**config.mk**
```make
export PLATFORM = sky130hd
export DESIGN_NAME = sps_sequencer
export DESIGN_NICKNAME = d
export VERILOG_FILES = /design/src/logic/sps_pkg.sv /design/src/logic/sps_sequencer.sv /design/src/logic/sps_sync.sv /design/src/logic/sps_timer.sv
export SDC_FILE = /design/constraint.sdc
export NUM_CORES = 1
export LEC_CHECK = 0
export BUFFER_PORTS_ARGS = -buffer_cell sky130_fd_sc_hd__clkbuf_2
export CAP_MARGIN = 0
export CORE_ASPECT_RATIO = 2
export CORE_MARGIN = 2
export CORE_UTILIZATION = 35
export CTS_CLUSTER_DIAMETER = 200
export DETAILED_ROUTE_END_ITERATION = 8
export GPL_ROUTABILITY_DRIVEN = 0
export PLACE_DENSITY = 0.62
export SLEW_MARGIN = 0
export SYNTH_ARGS = -nofsm -noshare
export SYNTH_HDL_FRONTEND = slang
export SYNTH_SLANG_ARGS = --single-unit
```
**constraint.sdc**
```tcl
create_clock -name pclk -period 6.4 [get_ports pclk]
set_clock_uncertainty 0.15 [all_clocks]
set_input_delay 0.96 -clock pclk [delete_from_list [all_inputs] [get_ports pclk]]
set_output_delay 0.96 -clock pclk [all_outputs]
set_load 0.05 [all_outputs]
```
**src/logic/sps_pkg.sv**
```systemverilog
package sps_pkg;
  localparam int NCH = 4;
  localparam int POS_W = 3;
  localparam int CNT_W = 28;
  localparam int TPOS_W = NCH * POS_W;
  localparam logic [POS_W-1:0] POS_FIRST = 3'h0;
  localparam logic [POS_W-1:0] POS_LAST = 3'h7;

  // Register byte offsets
  localparam logic [7:0] OFF_CTRL = 8'h00;
  localparam logic [7:0] OFF_TPOS = 8'h04;
  localparam logic [7:0] OFF_SEQ_DLY = 8'h08;
  localparam logic [7:0] OFF_PG_LIM = 8'h0c;
  localparam logic [7:0] OFF_RST_DLY = 8'h10;
  localparam logic [7:0] OFF_STATUS = 8'h14;
  localparam logic [7:0] OFF_FLAGS = 8'h18;

  // Control fields and reset values
  localparam int CTRL_MASTER = 0;
  localparam int CTRL_FIRST = 1;
  localparam int CTRL_RST_FLT = 2;
  localparam int CTRL_DEBUG = 3;
  localparam int CTRL_W = 4;
  localparam logic [CTRL_W-1:0] CTRL_RESET = 4'h3;
  localparam logic [TPOS_W-1:0] TPOS_RESET = 12'h688;

  // Status fields
  localparam int ST_STATE = 0;
  localparam int ST_FAULT = 3;
  localparam int ST_DONE = 4;
  localparam int ST_RST = 5;
  localparam int ST_EN = 8;
  localparam int ST_POS = 12;
  localparam int ST_FTYPE = 16;

  // Timer defaults, as times, then cycles at the bus clock
  localparam int CLK_MHZ = 100;
  localparam int SEQ_DLY_US = 100;
  localparam int RST_DLY_US = 50;
  localparam int PG_LIM_MS = 400;
  localparam int SEQ_DLY_DEF = SEQ_DLY_US * CLK_MHZ;
  localparam int RST_DLY_DEF = RST_DLY_US * CLK_MHZ;
  localparam int PG_LIM_DEF = PG_LIM_MS * 1000 * CLK_MHZ;

  // Flag patterns latched on faults without a channel source, and the idle pattern
  localparam logic [NCH-1:0] FC_CMD = 4'ha;
  localparam logic [NCH-1:0] FC_EXT = 4'h5;
  localparam logic [NCH-1:0] FLAGS_IDLE = 4'hf;

  typedef enum logic [2:0] {
    ST_IDLE = 3'b000,
    ST_SEQ_UP = 3'b001,
    ST_MONITOR = 3'b011,
    ST_SEQ_DOWN = 3'b010,
    ST_FAULTED = 3'b110
  } sps_state_type;

  typedef enum logic [2:0] {
    FT_NONE = 3'h0,
    FT_CMD = 3'h1,
    FT_SEQ = 3'h2,
    FT_EXT = 3'h3,
    FT_RST = 3'h4
  } sps_ftype_type;

  typedef struct packed {
    logic debug;
    logic rst_fault;
    logic first;
    logic master;
  } sps_cfg_type;

  typedef struct packed {
    logic seq_request;
    logic fault_line_n;
    logic cascade;
    logic [NCH-1:0] uv_below;
    logic [NCH-1:0] up_above;
    logic [NCH-1:0] down_below;
  } sps_sense_type;
  localparam int SENSE_W = 3 + 3 * NCH;
endpackage

```
**src/logic/sps_sequencer.sv**
```systemverilog
module sps_sequencer
  import sps_pkg::*;
#(
  parameter logic [CNT_W-1:0] SEQ_DLY_CYC = CNT_W'(SEQ_DLY_DEF),
  parameter logic [CNT_W-1:0] PG_LIM_CYC = CNT_W'(PG_LIM_DEF),
  parameter logic [CNT_W-1:0] RST_DLY_CYC = CNT_W'(RST_DLY_DEF)
) (
  // Clock and reset
  input wire logic pclk,
  input wire logic presetn,
  // APB slave
  input wire logic psel,
  input wire logic penable,
  input wire logic pwrite,
  input wire logic [7:0] paddr,
  input wire logic [31:0] pwdata,
  output logic [31:0] prdata,
  output logic pready,
  output logic pslverr,
  // Supply comparator inputs
  input wire logic seq_request,
  input wire logic [NCH-1:0] uv_below,
  input wire logic [NCH-1:0] up_above,
  input wire logic [NCH-1:0] down_below,
  // Supply outputs
  output logic [NCH-1:0] supply_enable,
  output logic [NCH-1:0] channel_compare_flag,
  output logic reset_out_n,
  // Shared open-drain fault and done lines, master-driven cascade line
  input wire logic fault_line_n_in,
  output logic fault_line_n_out,
  output logic fault_line_n_oe,
  output logic done_n_out,
  output logic done_n_oe,
  input wire logic cascade_in,
  output logic cascade_out,
  output logic cascade_oe
);
  sps_sense_type raw, sense;
  sps_state_type state;
  sps_ftype_type ftype;
  sps_cfg_type cfg;
  logic [TPOS_W-1:0] time_position_select;
  logic [CNT_W-1:0] seq_dly, pg_lim, rst_dly;
  logic [POS_W-1:0] pos;
  logic req_prev, cas_prev, req_rise, req_fall, cas_fall;
  logic dly_active, waiting, first_step, pg_active, rst_released;
  logic seq_exp, pg_exp, rst_exp, delay_done, in_seq, all_good;
  logic cmd_fault, seq_fault, ext_fault, rst_fault, int_fault, fault_now;
  logic [NCH-1:0] at_pos, next_flags;
  logic [1:0] own_pull;

  function automatic logic [NCH-1:0] chan_at(
    input logic [TPOS_W-1:0] tp, input logic [POS_W-1:0] p);
    logic [NCH-1:0] m;
    m = '0;
    for (int i = 0; i < NCH; i++) begin
      m[i] = (tp[i*POS_W +: POS_W] == p);
    end
    return m;
  endfunction

  function automatic logic mapped(input logic [7:0] a);
    return a == OFF_CTRL || a == OFF_TPOS || a == OFF_SEQ_DLY ||
      a == OFF_PG_LIM || a == OFF_RST_DLY || a == OFF_STATUS ||
      a == OFF_FLAGS;
  endfunction

  // Pins are asynchronous to pclk
  assign raw = '{seq_request: seq_request, fault_line_n: fault_line_n_in,
                 cascade: cascade_in, uv_below: uv_below,
                 up_above: up_above, down_below: down_below};

  sps_sync #(.W(SENSE_W)) u_sync (
    .pclk(pclk),
    .presetn(presetn),
    .d(raw),
    .q(sense)
  );

  always_ff @(posedge pclk or negedge presetn) begin
    if (!presetn) begin
      req_prev <= 1'b0;
      cas_prev <= 1'b0;
      own_pull <= '0;
    end else begin
      req_prev <= sense.seq_request;
      cas_prev <= sense.cascade;
      own_pull <= {own_pull[0], fault_line_n_oe};
    end
  end

  assign req_rise = sense.seq_request && !req_prev;
  assign req_fall = !sense.seq_request && req_prev;
  assign cas_fall = !sense.cascade && cas_prev;
  assign in_seq = (state == ST_SEQ_UP) || (state == ST_SEQ_DOWN);
  assign at_pos = chan_at(time_position_select, pos);
  assign all_good = !(|sense.uv_below);

  // Slaves are paced by the master's cascade pulse
  assign delay_done = dly_active && ((first_step && !cfg.first) ||
    (cfg.master ? seq_exp : cas_fall));

  sps_timer u_seq_timer (
    .pclk(pclk),
    .presetn(presetn),
    .clear(!dly_active),
    .run(dly_active),
    .limit(seq_dly),
    .expired(seq_exp)
  );

  sps_timer u_pg_timer (
    .pclk(pclk),
    .presetn(presetn),
    .clear(!pg_active),
    .run(pg_active),
    .limit(pg_lim),
    .expired(pg_exp)
  );

  sps_timer u_rst_timer (
    .pclk(pclk),
    .presetn(presetn),
    .clear(!all_good),
    .run(all_good),
    .limit(rst_dly),
    .expired(rst_exp)
  );

  assign cmd_fault = in_seq && (req_rise || req_fall);
  // A zero limit disables the power-good watchdog
  assign seq_fault = in_seq && pg_active && pg_exp && pg_lim != '0;
  // Only a low that we are not causing ourselves counts; our own release
  // needs two synchroniser edges to show, so a low is masked that long
  assign ext_fault = !sense.fault_line_n && !fault_line_n_oe &&
    own_pull == '0 && state != ST_FAULTED;
  assign rst_fault = cfg.rst_fault && rst_released && reset_out_n &&
    !all_good && state != ST_FAULTED;
  assign int_fault = cmd_fault || seq_fault || rst_fault;
  assign fault_now = int_fault || ext_fault;

  // Sequencing state
  always_ff @(posedge pclk or negedge presetn) begin
    if (!presetn) begin
      state <= ST_IDLE;
      pos <= POS_FIRST;
      dly_active <= 1'b0;
      waiting <= 1'b0;
      first_step <= 1'b0;
    end else if (fault_now) begin
      state <= ST_FAULTED;
      dly_active <= 1'b0;
      waiting <= 1'b0;
    end else begin
      case (state)
        ST_IDLE: begin
          if (req_rise) begin
            state <= ST_SEQ_UP;
            pos <= POS_FIRST;
            dly_active <= 1'b1;
            first_step <= 1'b1;
          end
        end
        ST_SEQ_UP: begin
          if (delay_done) begin
            dly_active <= 1'b0;
            waiting <= 1'b1;
            first_step <= 1'b0;
          end else if (waiting && &(~at_pos | sense.up_above)) begin
            waiting <= 1'b0;
            if (pos == POS_LAST) begin
              state <= ST_MONITOR;
            end else begin
              pos <= POS_W'(pos + 1'b1);
              dly_active <= 1'b1;
            end
          end
        end
        ST_MONITOR: begin
          if (req_fall) begin
            state <= ST_SEQ_DOWN;
            pos <= POS_LAST;
            dly_active <= 1'b1;
            first_step <= 1'b1;
          end
        end
        ST_SEQ_DOWN: begin
          if (delay_done) begin
            dly_active <= 1'b0;
            waiting <= 1'b1;
            first_step <= 1'b0;
          end else if (waiting && &(~at_pos | sense.down_below)) begin
            waiting <= 1'b0;
            if (pos == POS_FIRST) begin
              state <= ST_IDLE;
            end else begin
              pos <= POS_W'(pos - 1'b1);
              dly_active <= 1'b1;
            end
          end
        end
        ST_FAULTED: begin
          if (!sense.seq_request && &sense.down_below) begin
            state <= ST_IDLE;
          end
        end
        default: begin
          state <= ST_IDLE;
        end
      endcase
    end
  end

  // Enables
  always_ff @(posedge pclk or negedge presetn) begin
    if (!presetn) begin
      supply_enable <= '0;
    end else if ((fault_now || state == ST_FAULTED) && !cfg.debug) begin
      supply_enable <= '0;
    end else if (state == ST_SEQ_UP && delay_done) begin
      supply_enable <= supply_enable | at_pos;
    end else if (state == ST_SEQ_DOWN && delay_done) begin
      supply_enable <= supply_enable & ~at_pos;
    end
  end

  // Power-good watchdog runs from the first enable edge of a phase
  always_ff @(posedge pclk or negedge presetn) begin
    if (!presetn) begin
      pg_active <= 1'b0;
    end else if (!in_seq || fault_now ||
                 (state == ST_SEQ_UP && waiting && pos == POS_LAST) ||
                 (state == ST_SEQ_DOWN && waiting && pos == POS_FIRST)) begin
      pg_active <= 1'b0;
    end else if (delay_done && |at_pos) begin
      pg_active <= 1'b1;
    end
  end

  // Flags
  always_comb begin
    next_flags = channel_compare_flag;
    if (fault_now) begin
      case (1'b1)
        cmd_fault: next_flags = FC_CMD;
        seq_fault: next_flags = ~(at_pos & ~(state == ST_SEQ_UP ?
          sense.up_above : sense.down_below));
        rst_fault: next_flags = ~sense.uv_below;
        default: next_flags = FC_EXT;
      endcase
    end else if (state == ST_FAULTED) begin
      next_flags = channel_compare_flag;
    end else if (in_seq) begin
      next_flags = '0;
    end else if (state == ST_MONITOR) begin
      next_flags = ~sense.uv_below;
    end else begin
      next_flags = FLAGS_IDLE;
    end
  end

  always_ff @(posedge pclk or negedge presetn) begin
    if (!presetn) begin
      channel_compare_flag <= FLAGS_IDLE;
      ftype <= FT_NONE;
    end else begin
      channel_compare_flag <= next_flags;
      if (fault_now) begin
        ftype <= cmd_fault ? FT_CMD : seq_fault ? FT_SEQ :
          rst_fault ? FT_RST : FT_EXT;
      end else if (state != ST_FAULTED) begin
        ftype <= FT_NONE;
      end
    end
  end

  // Open-drain lines, cascade drive and reset output
  always_ff @(posedge pclk or negedge presetn) begin
    if (!presetn) begin
      fault_line_n_out <= 1'b0;
      fault_line_n_oe <= 1'b0;
      done_n_out <= 1'b0;
      done_n_oe <= 1'b0;
      cascade_out <= 1'b0;
      cascade_oe <= 1'b0;
    end else begin
      fault_line_n_out <= 1'b0;
      done_n_out <= 1'b0;
      if (int_fault) begin
        fault_line_n_oe <= 1'b1;
      end else if (state != ST_FAULTED) begin
        fault_line_n_oe <= 1'b0;
      end
      if (state == ST_SEQ_UP && waiting && pos == POS_LAST &&
          &(~at_pos | sense.up_above) && !fault_now) begin
        done_n_oe <= 1'b1;
      end else if (state == ST_IDLE) begin
        done_n_oe <= 1'b0;
      end
      cascade_out <= cfg.master && dly_active && !delay_done;
      cascade_oe <= cfg.master && dly_active && !delay_done;
    end
  end

  always_ff @(posedge pclk or negedge presetn) begin
    if (!presetn) begin
      reset_out_n <= 1'b0;
      rst_released <= 1'b0;
    end else begin
      if (!all_good) begin
        reset_out_n <= 1'b0;
      end else if (rst_exp) begin
        reset_out_n <= 1'b1;
      end
      if (state == ST_IDLE) begin
        rst_released <= 1'b0;
      end else if (reset_out_n) begin
        rst_released <= 1'b1;
      end
    end
  end

  // APB slave, no wait states
  always_ff @(posedge pclk or negedge presetn) begin
    if (!presetn) begin
      cfg <= CTRL_RESET;
      time_position_select <= TPOS_RESET;
      seq_dly <= SEQ_DLY_CYC;
      pg_lim <= PG_LIM_CYC;
      rst_dly <= RST_DLY_CYC;
    end else if (psel && penable && pwrite && pready) begin
      case (paddr)
        OFF_CTRL: cfg <= pwdata[CTRL_W-1:0];
        OFF_TPOS: time_position_select <= pwdata[TPOS_W-1:0];
        OFF_SEQ_DLY: seq_dly <= pwdata[CNT_W-1:0];
        OFF_PG_LIM: pg_lim <= pwdata[CNT_W-1:0];
        OFF_RST_DLY: rst_dly <= pwdata[CNT_W-1:0];
        default: begin
        end
      endcase
    end
  end

  // Read data is latched in setup so it stands through access
  always_ff @(posedge pclk or negedge presetn) begin
    if (!presetn) begin
      prdata <= '0;
      pready <= 1'b0;
      pslverr <= 1'b0;
    end else begin
      pready <= 1'b1;
      if (psel && !penable) begin
        pslverr <= !mapped(paddr);
        prdata <= '0;
        case (paddr)
          OFF_CTRL: prdata[CTRL_W-1:0] <= cfg;
          OFF_TPOS: prdata[TPOS_W-1:0] <= time_position_select;
          OFF_SEQ_DLY: prdata[CNT_W-1:0] <= seq_dly;
          OFF_PG_LIM: prdata[CNT_W-1:0] <= pg_lim;
          OFF_RST_DLY: prdata[CNT_W-1:0] <= rst_dly;
          OFF_STATUS: begin
            prdata[ST_STATE +: 3] <= state;
            prdata[ST_FAULT] <= state == ST_FAULTED;
            prdata[ST_DONE] <= done_n_oe;
            prdata[ST_RST] <= reset_out_n;
            prdata[ST_EN +: NCH] <= supply_enable;
            prdata[ST_POS +: POS_W] <= pos;
            prdata[ST_FTYPE +: 3] <= ftype;
          end
          OFF_FLAGS: prdata[NCH-1:0] <= channel_compare_flag;
          default: begin
          end
        endcase
      end
    end
  end

  a_seq_start: assert property (@(posedge pclk) disable iff (!presetn)
    state == ST_IDLE && req_rise && !fault_now |=> state == ST_SEQ_UP)
    else $error("sequence-up did not start");
  a_seq_down: assert property (@(posedge pclk) disable iff (!presetn)
    state == ST_MONITOR && req_fall && !fault_now |=> state == ST_SEQ_DOWN)
    else $error("sequence-down did not start");
  a_cmd_fault: assert property (@(posedge pclk) disable iff (!presetn)
    in_seq && (req_rise || req_fall) |=> state == ST_FAULTED && ftype == FT_CMD)
    else $error("command fault missed");
  a_flags_seq: assert property (@(posedge pclk) disable iff (!presetn)
    in_seq && !fault_now |=> channel_compare_flag == '0)
    else $error("flags not low in sequencing");
  a_flags_frozen: assert property (@(posedge pclk) disable iff (!presetn)
    state == ST_FAULTED ##1 state == ST_FAULTED |-> $stable(channel_compare_flag))
    else $error("flags moved during fault");
  a_done_set: assert property (@(posedge pclk) disable iff (!presetn)
    state == ST_SEQ_UP ##1 state == ST_MONITOR |-> done_n_oe && !done_n_out)
    else $error("done not driven after sequence-up");
  a_done_release: assert property (@(posedge pclk) disable iff (!presetn)
    state == ST_SEQ_DOWN ##1 state == ST_IDLE |=> !done_n_oe)
    else $error("done not released after sequence-down");
  a_fault_drive: assert property (@(posedge pclk) disable iff (!presetn)
    int_fault |=> fault_line_n_oe && !fault_line_n_out ##1 fault_line_n_oe)
    else $error("fault line not pulled");
  a_fault_enables: assert property (@(posedge pclk) disable iff (!presetn)
    state == ST_FAULTED && !cfg.debug |-> supply_enable == '0)
    else $error("enables on during fault");
  a_rtz_clear: assert property (@(posedge pclk) disable iff (!presetn)
    state == ST_FAULTED && !sense.seq_request && &sense.down_below
    |=> state == ST_IDLE)
    else $error("fault not cleared at return to zero");
  a_rst_low: assert property (@(posedge pclk) disable iff (!presetn)
    |sense.uv_below |=> !reset_out_n)
    else $error("reset not low on undervoltage");
endmodule

```
**src/logic/sps_sync.sv**
```systemverilog
module sps_sync
  import sps_pkg::*;
#(
  parameter int W = 1
) (
  // Clock and reset
  input wire logic pclk,
  input wire logic presetn,
  // Data
  input wire logic [W-1:0] d,
  output logic [W-1:0] q
);
  logic [W-1:0] stage;

  always_ff @(posedge pclk or negedge presetn) begin
    if (!presetn) begin
      stage <= '0;
      q <= '0;
    end else begin
      stage <= d;
      q <= stage;
    end
  end
endmodule

```
**src/logic/sps_timer.sv**
```systemverilog
module sps_timer
  import sps_pkg::*;
(
  // Clock and reset
  input wire logic pclk,
  input wire logic presetn,
  // Control
  input wire logic clear,
  input wire logic run,
  input wire logic [CNT_W-1:0] limit,
  output logic expired
);
  logic [CNT_W-1:0] count;

  // Stops at the limit so it cannot wrap back below it
  always_ff @(posedge pclk or negedge presetn) begin
    if (!presetn) begin
      count <= '0;
    end else if (clear) begin
      count <= '0;
    end else if (run && !expired) begin
      count <= CNT_W'(count + 1'b1);
    end
  end

  assign expired = run && (count >= limit);
endmodule

```
# Word level (Yosys, flattened, before mapping)
# Cells that the tools add are included.
# classes
bitwise	10
mux	79
add_sub_neg	5
eq_ne	41
n_lt_le_gt_ge	3
n_mul	0
div	0
shift	0
reduce_logical	106
# op_table
cell	count
$mux 28	6
$add 28x1->28 const B	3
$ge 28x28->1	3
$mux 3	23
$mux 4	11
$logic_and 1x1->1	41
$pmux 3 s4	3
$pmux 4 s7	1
$reduce_bool 28->1	1
$pmux 9 s3	1
$mux 1	26
$eq 8x5->1 const B	3
$ne 3x3->1 const B	7
$pmux 4 s5	1
$eq 8x4->1 const B	2
$logic_not 1->1	16
$logic_or 1x1->1	16
$ne 2x2->1 const B	8
$not 4->4	4
$pmux 3 s5	1
$reduce_bool 2->1	7
$eq 3x3->1	4
$ne 4x4->1 const B	3
$or 4x4->4	3
other kinds (31)	50
# word_totals
regBits	274
memories	0
mem_bits_ro	0
ram_bits	0
inputBits	60
wordCells	277
latch_bits	0
output_inout_bits	49

# Depth between registers and ports, before layout
# depth
ltp_word	12
depth_mapped	12
depth_no_buf	10

# By module
# A second synthesis with hierarchy kept.
# hier_totals
cells_unflattened	1528
area_unflattened_um2	15605.0
# by_module_without_submodules
module	area_each_um2	cells_each	seq_area_each_um2	n_inst
sps_sequencer	7841.3	677	4038.9	1
sps_timer at u_pg_timer ...	2369.8	279	700.7	2
sps_timer at u_seq_timer	2273.4	263	700.7	1
sps_sync	750.7	30	750.7	1

# Worst setup path before layout
# OpenSTA, ideal clock, no wires.
# synth_path
path_kind	input to register
startpoint	input port paddr[5]
endpoint	register time_position_select[11]
arrival_ns	2.965
setup_slack_ns	3.161
cell_stages	7
t_required_ns	6.125
path_buffers	2
setup_time_ns	0.125
cell_sequence	nor4_1 nor3b_1 and3b_1 clkbuf_1 nand2_1 clkbuf_1 mux2_2
# synth_between
elab_chain_len	2
# synth_lines
item	line_no	rtl
from (decl)	sps_sequencer.sv:15	input wire logic [7:0] paddr,
$eq 8x3->1	sps_sequencer.sv:333	case (paddr)
$reduce_and 2->1 (no source line)	-	
to (signal assigned)	sps_sequencer.sv:335	OFF_TPOS: time_position_select <= pwdata[TPOS_W-1:0];
to (decl)	sps_sequencer.sv:43	logic [TPOS_W-1:0] time_position_select;
# No other way between the ends.
# A chain may end at the register's enable or synchronous reset.

# Worst setup path after layout
# layout_path
startpoint	register pg_lim[9]
endpoint	register u_pg_timer.count[27]
# layout_between
elab_chain_len	5
# layout_lines
item	line_no	rtl
from (decl)	sps_sequencer.sv:44	logic [CNT_W-1:0] seq_dly, pg_lim, rst_dly;
from (signal assigned)	sps_sequencer.sv:337	OFF_PG_LIM: pg_lim <= pwdata[CNT_W-1:0];
$ge 28x28->1	sps_timer.sv:26	assign expired = run && (count >= limit);
$logic_and 1x1->1	sps_timer.sv:26	
$logic_not 1->1	sps_timer.sv:21	end else if (run && !expired) begin
$logic_and 1x1->1	sps_timer.sv:21	
$ne 2x1->1 (no source line)	-	
to (signal assigned)	sps_timer.sv:22	count <= CNT_W'(count + 1'b1);
to (decl)	sps_timer.sv:13	logic [CNT_W-1:0] count;
# No other way between the ends.

==> impl_metrics.csv <==
group,metric,value,unit
worst_setup_path,critPathMaxStageDelay,0.91,ns
final_layout,fin_cells,2114,
clock_network,ctsResizeCount,0,
yosys,synthDistinctLibCells,71,
grt,grt_overflow_total,0,
yosys,yosysWarnings,0,
clock_network,insertion_delay,0.56,ns
drt,drt-initial-drc-count,586,
run_status,outcome,"finished clean",
floorplan,rows,107,
pwr,p_switching,1.43,mW
drt,wl_per_cell,19.9,um
sta,period_minus_slack,4.07,ns
final_layout,antenna_cells,0,
grt,track_usage,19.3,%
grt,antenna_found_initial,0,
grt,use_met1,21.2,%
floorplan,die_h,297,um
yosys,synth_fa_ha_area_share,7.57,%
sta,finalSetupViolations,0,
pwr,p_int,3.07,mW
drt,drtAntennaViolNets,0,
sta,slew_headroom,26.2,%
sta,hold_viol,0,
sta,final.setup.tns,0,ns
floorplan,dieArea,44600,um2
worst_setup_path,worst-path-buf-inv,1,
drt,vias,11600,
grt,top_usage_layer,"met2",
clock_network,cts.clk_slew.worst_paths,0.07,ns
pwr,p_clk_share,37.6,%
worst_setup_path,critPathSlowestCell,"a2111oi_2",
drt,wl,42200,um
flow_run,drv_cap,0,
yosys,yosysSeqAreaShare,46.0,%
drt,drc_errors,0,
yosys,synth-main-ff-cell,"dfrtp_1",
yosys,synth-edff-count,0,
worst_setup_path,path_max_fanout,12,
grt,grtUsageMet3,1.63,%
floorplan,start_util,35.3,%
worst_setup_path,arrival,4.39,ns
yosys,synth-simple-area-share,15.7,%
worst_setup_path,critical-path-top-delay-family,"compound AO/OA/AOI/OAI gates",
worst_setup_path,crit_required,6.72,ns
yosys,synth-seq-cells,274,
worst_setup_path,path_class,"reg2reg",
placement,hpwlAfterDp,31800,um
final_layout,final_nets,1699,
final_layout,drive_gt1_share,19.9,%
floorplan,fp.dieW,150,um
sta,worst_pin_slew,1.11,ns
clock_network,ctsRootBufferMaster,"clkbuf_16",
drt,drt_pass1_iterations,5,
sta,drv_slew,0,
grt,grt_start_max_net_pins,149,
yosys,avgSynthCellArea,10.2,um2
grt,grt_pass1_vias,11900,
floorplan,ioPinCount,109,
pwr,powerDensity,265,nW/um2
sta,fin_ws,2.33,ns
clock_network,cts_tree,"built",
clock_network,clock_path_buffers,3,
worst_setup_path,crit_chain,"inv_1, ha_1, and4_1, a221o_1, a31o_2, a2111oi_2, nand2_1, nor3_1, mux2i_1",
yosys,synth_cells,1471,
placement,portBuffers,98,
worst_setup_path,cp-end-kind,"flop",
drt,vias_per_cell,5.47,
clock_network,cts_hold_buf,0,
yosys,muxShareOfSynthArea,10.1,%
min_path,hp-class,"reg2reg",
pwr,p_comb_share,18.8,%
sta,post-route-period-util,63.6,%
pwr,p_sw_share,31.7,%
placement,post-place-ws,2.20,ns
placement,dpl.cell_count,2066,
sta,grt_setup_unrepaired,"no",
yosys,synthArstFlopShare,100,%
grt,met2_usage,35.7,%
pwr,irDropWorstVdd,0.197,mV
worst_setup_path,start_kind,"flop",
sta,timing.hold.ws,0.199,ns
pwr,p_seq_share,43.6,%
clock_network,htreeDepth,1,
clock_network,post_cts_buffers,0,
yosys,synth_top_family_by_area,"simple AND/OR/NAND/NOR gates",
clock_network,cts_made_buffers,26,
grt,grt_pass1_wl,66700,um
clock_network,cts.sinks,274,
pwr,p_leak,7.64,nW
final_layout,areaGrowthSynthToFinish,13.2,%
yosys,synth_area,15000,um2
yosys,synth-compound-area-share,12.5,%
yosys,synthXorXnorAreaFrac,3.38,%
floorplan,core-area,42400,um2
sta,fmax,0.246,GHz
synth_stat cells, types with 28 or more instances:
cell | count | share of area [%]
dfrtp_1 | 246 | 41
nand2_1 | 131 | 3.3
mux2_2 | 101 | 7.6
inv_1 | 97 | 2.4
ha_1 | 89 | 7.4
a21oi_1 | 71 | 2.4
nor2_1 | 68 | 1.7
o21ai_0 | 58 | 1.9
clkbuf_1 | 54 | 1.4
nand3_1 | 47 | 1.6
nand2b_1 | 41 | 1.7
nand4_1 | 41 | 1.7
mux2i_1 | 37 | 2.5
xor2_1 | 35 | 2.0
a22oi_1 | 29 | 1.5
and3_1 | 29 | 1.2
dfstp_2 | 28 | 4.9
final cells by class:
type                            instances  area [um2]
Tap cell                              545         682
Fill cell                            4110       25500
Clock buffer                           34         752
Sequential cell                       274        6890
Multi-Input combinational cell       1031        7420
Clock inverter                         14         173
Inverter                               97         364
Timing Repair Buffer                  119         671
metrics by stage:
stage | utilization, % | power [mW] | area [um2]
floorplan | - | 2.54 | 15000
global placement | 37.8 | 2.81 | 16000
detailed placement | 37.8 | 2.83 | 16000
CTS | 40.0 | 4.53 | 17000
global route | 40.0 | 4.70 | 17000
finish | 40.0 | 4.50 | 17000
power by group through the flow:
stage | logic [mW] | clock network (mW) | registers [mW]
2_1_floorplan | 0.553 | 0 | 1.99
3_3_place_gp | 0.823 | 0 | 1.99
3_5_place_dp | 0.839 | 0 | 1.99
4_1_cts | 0.843 | 1.73 | 1.96
5_1_grt | 0.929 | 1.79 | 1.97
6_report | 0.844 | 1.69 | 1.96
sequential cells by signal, summed over array words and instances (netlist names), 2 cells and up:
signal / flops
pos: 3
pg_lim: 28
own_pull: 2
prdata: 28
u_sync.stage: 15
cfg: 4
time_position_select: 12
u_pg_timer.count: 28
rst_dly: 28
channel_compare_flag: 4
u_sync.q: 15
u_rst_timer.count: 28
u_seq_timer.count: 28
seq_dly: 28
state: 3
ftype: 3
supply_enable: 4
cell usage in the layout (no fill, tap or decap), types with 24 or more instances in the layout:
| master | instances |
|---|---|
| dfrtp_1 | 246 |
| nand2_1 | 131 |
| mux2_2 | 101 |
| inv_1 | 97 |
| clkbuf_2 | 97 |
| ha_1 | 89 |
| a21oi_1 | 71 |
| nor2_1 | 67 |
| o21ai_0 | 58 |
| nand3_1 | 47 |
| nand4_1 | 41 |
| nand2b_1 | 40 |
| mux2i_1 | 37 |
| xor2_1 | 35 |
| and3_1 | 29 |
| a22oi_1 | 29 |
| dfstp_2 | 28 |
| clkbuf_16 | 27 |
| and2_1 | 24 |
per-layer routing:
metal / vias to the layer above / wire length [um] / share of wire, %
met5: - / 0 / 0
met4: 0 / 2520 / 6.0
met3: 110 / 1260 / 3.0
met2: 283 / 22800 / 54
met1: 5765 / 15600 / 37
li1: 5399 / - / -
cell families after synthesis:
logic type,count (synthesis)
simple gates,456
compound gates,283
flops,274
buf+inv,171
mux,138
fa+ha+maj,90
xor+xnor,57
other cells,2
worst paths after layout:
check	endpoint	slack, ns	start	depth (start not counted)
hold reg to reg	u_sync.q[11]	0.20	u_sync.stage[11]	0
setup / recovery	u_pg_timer.count[27]	2.33	pg_lim[9]	9
max in group asynchronous	u_seq_timer.count[20]	4.41	presetn	2
hold / removal	u_sync.q[11]	0.20	u_sync.stage[11]	0
setup reg to reg	u_pg_timer.count[27]	2.33	pg_lim[9]	9
min in group asynchronous	state[0]	0.32	presetn	1
(Power assumes the default switching activity.)
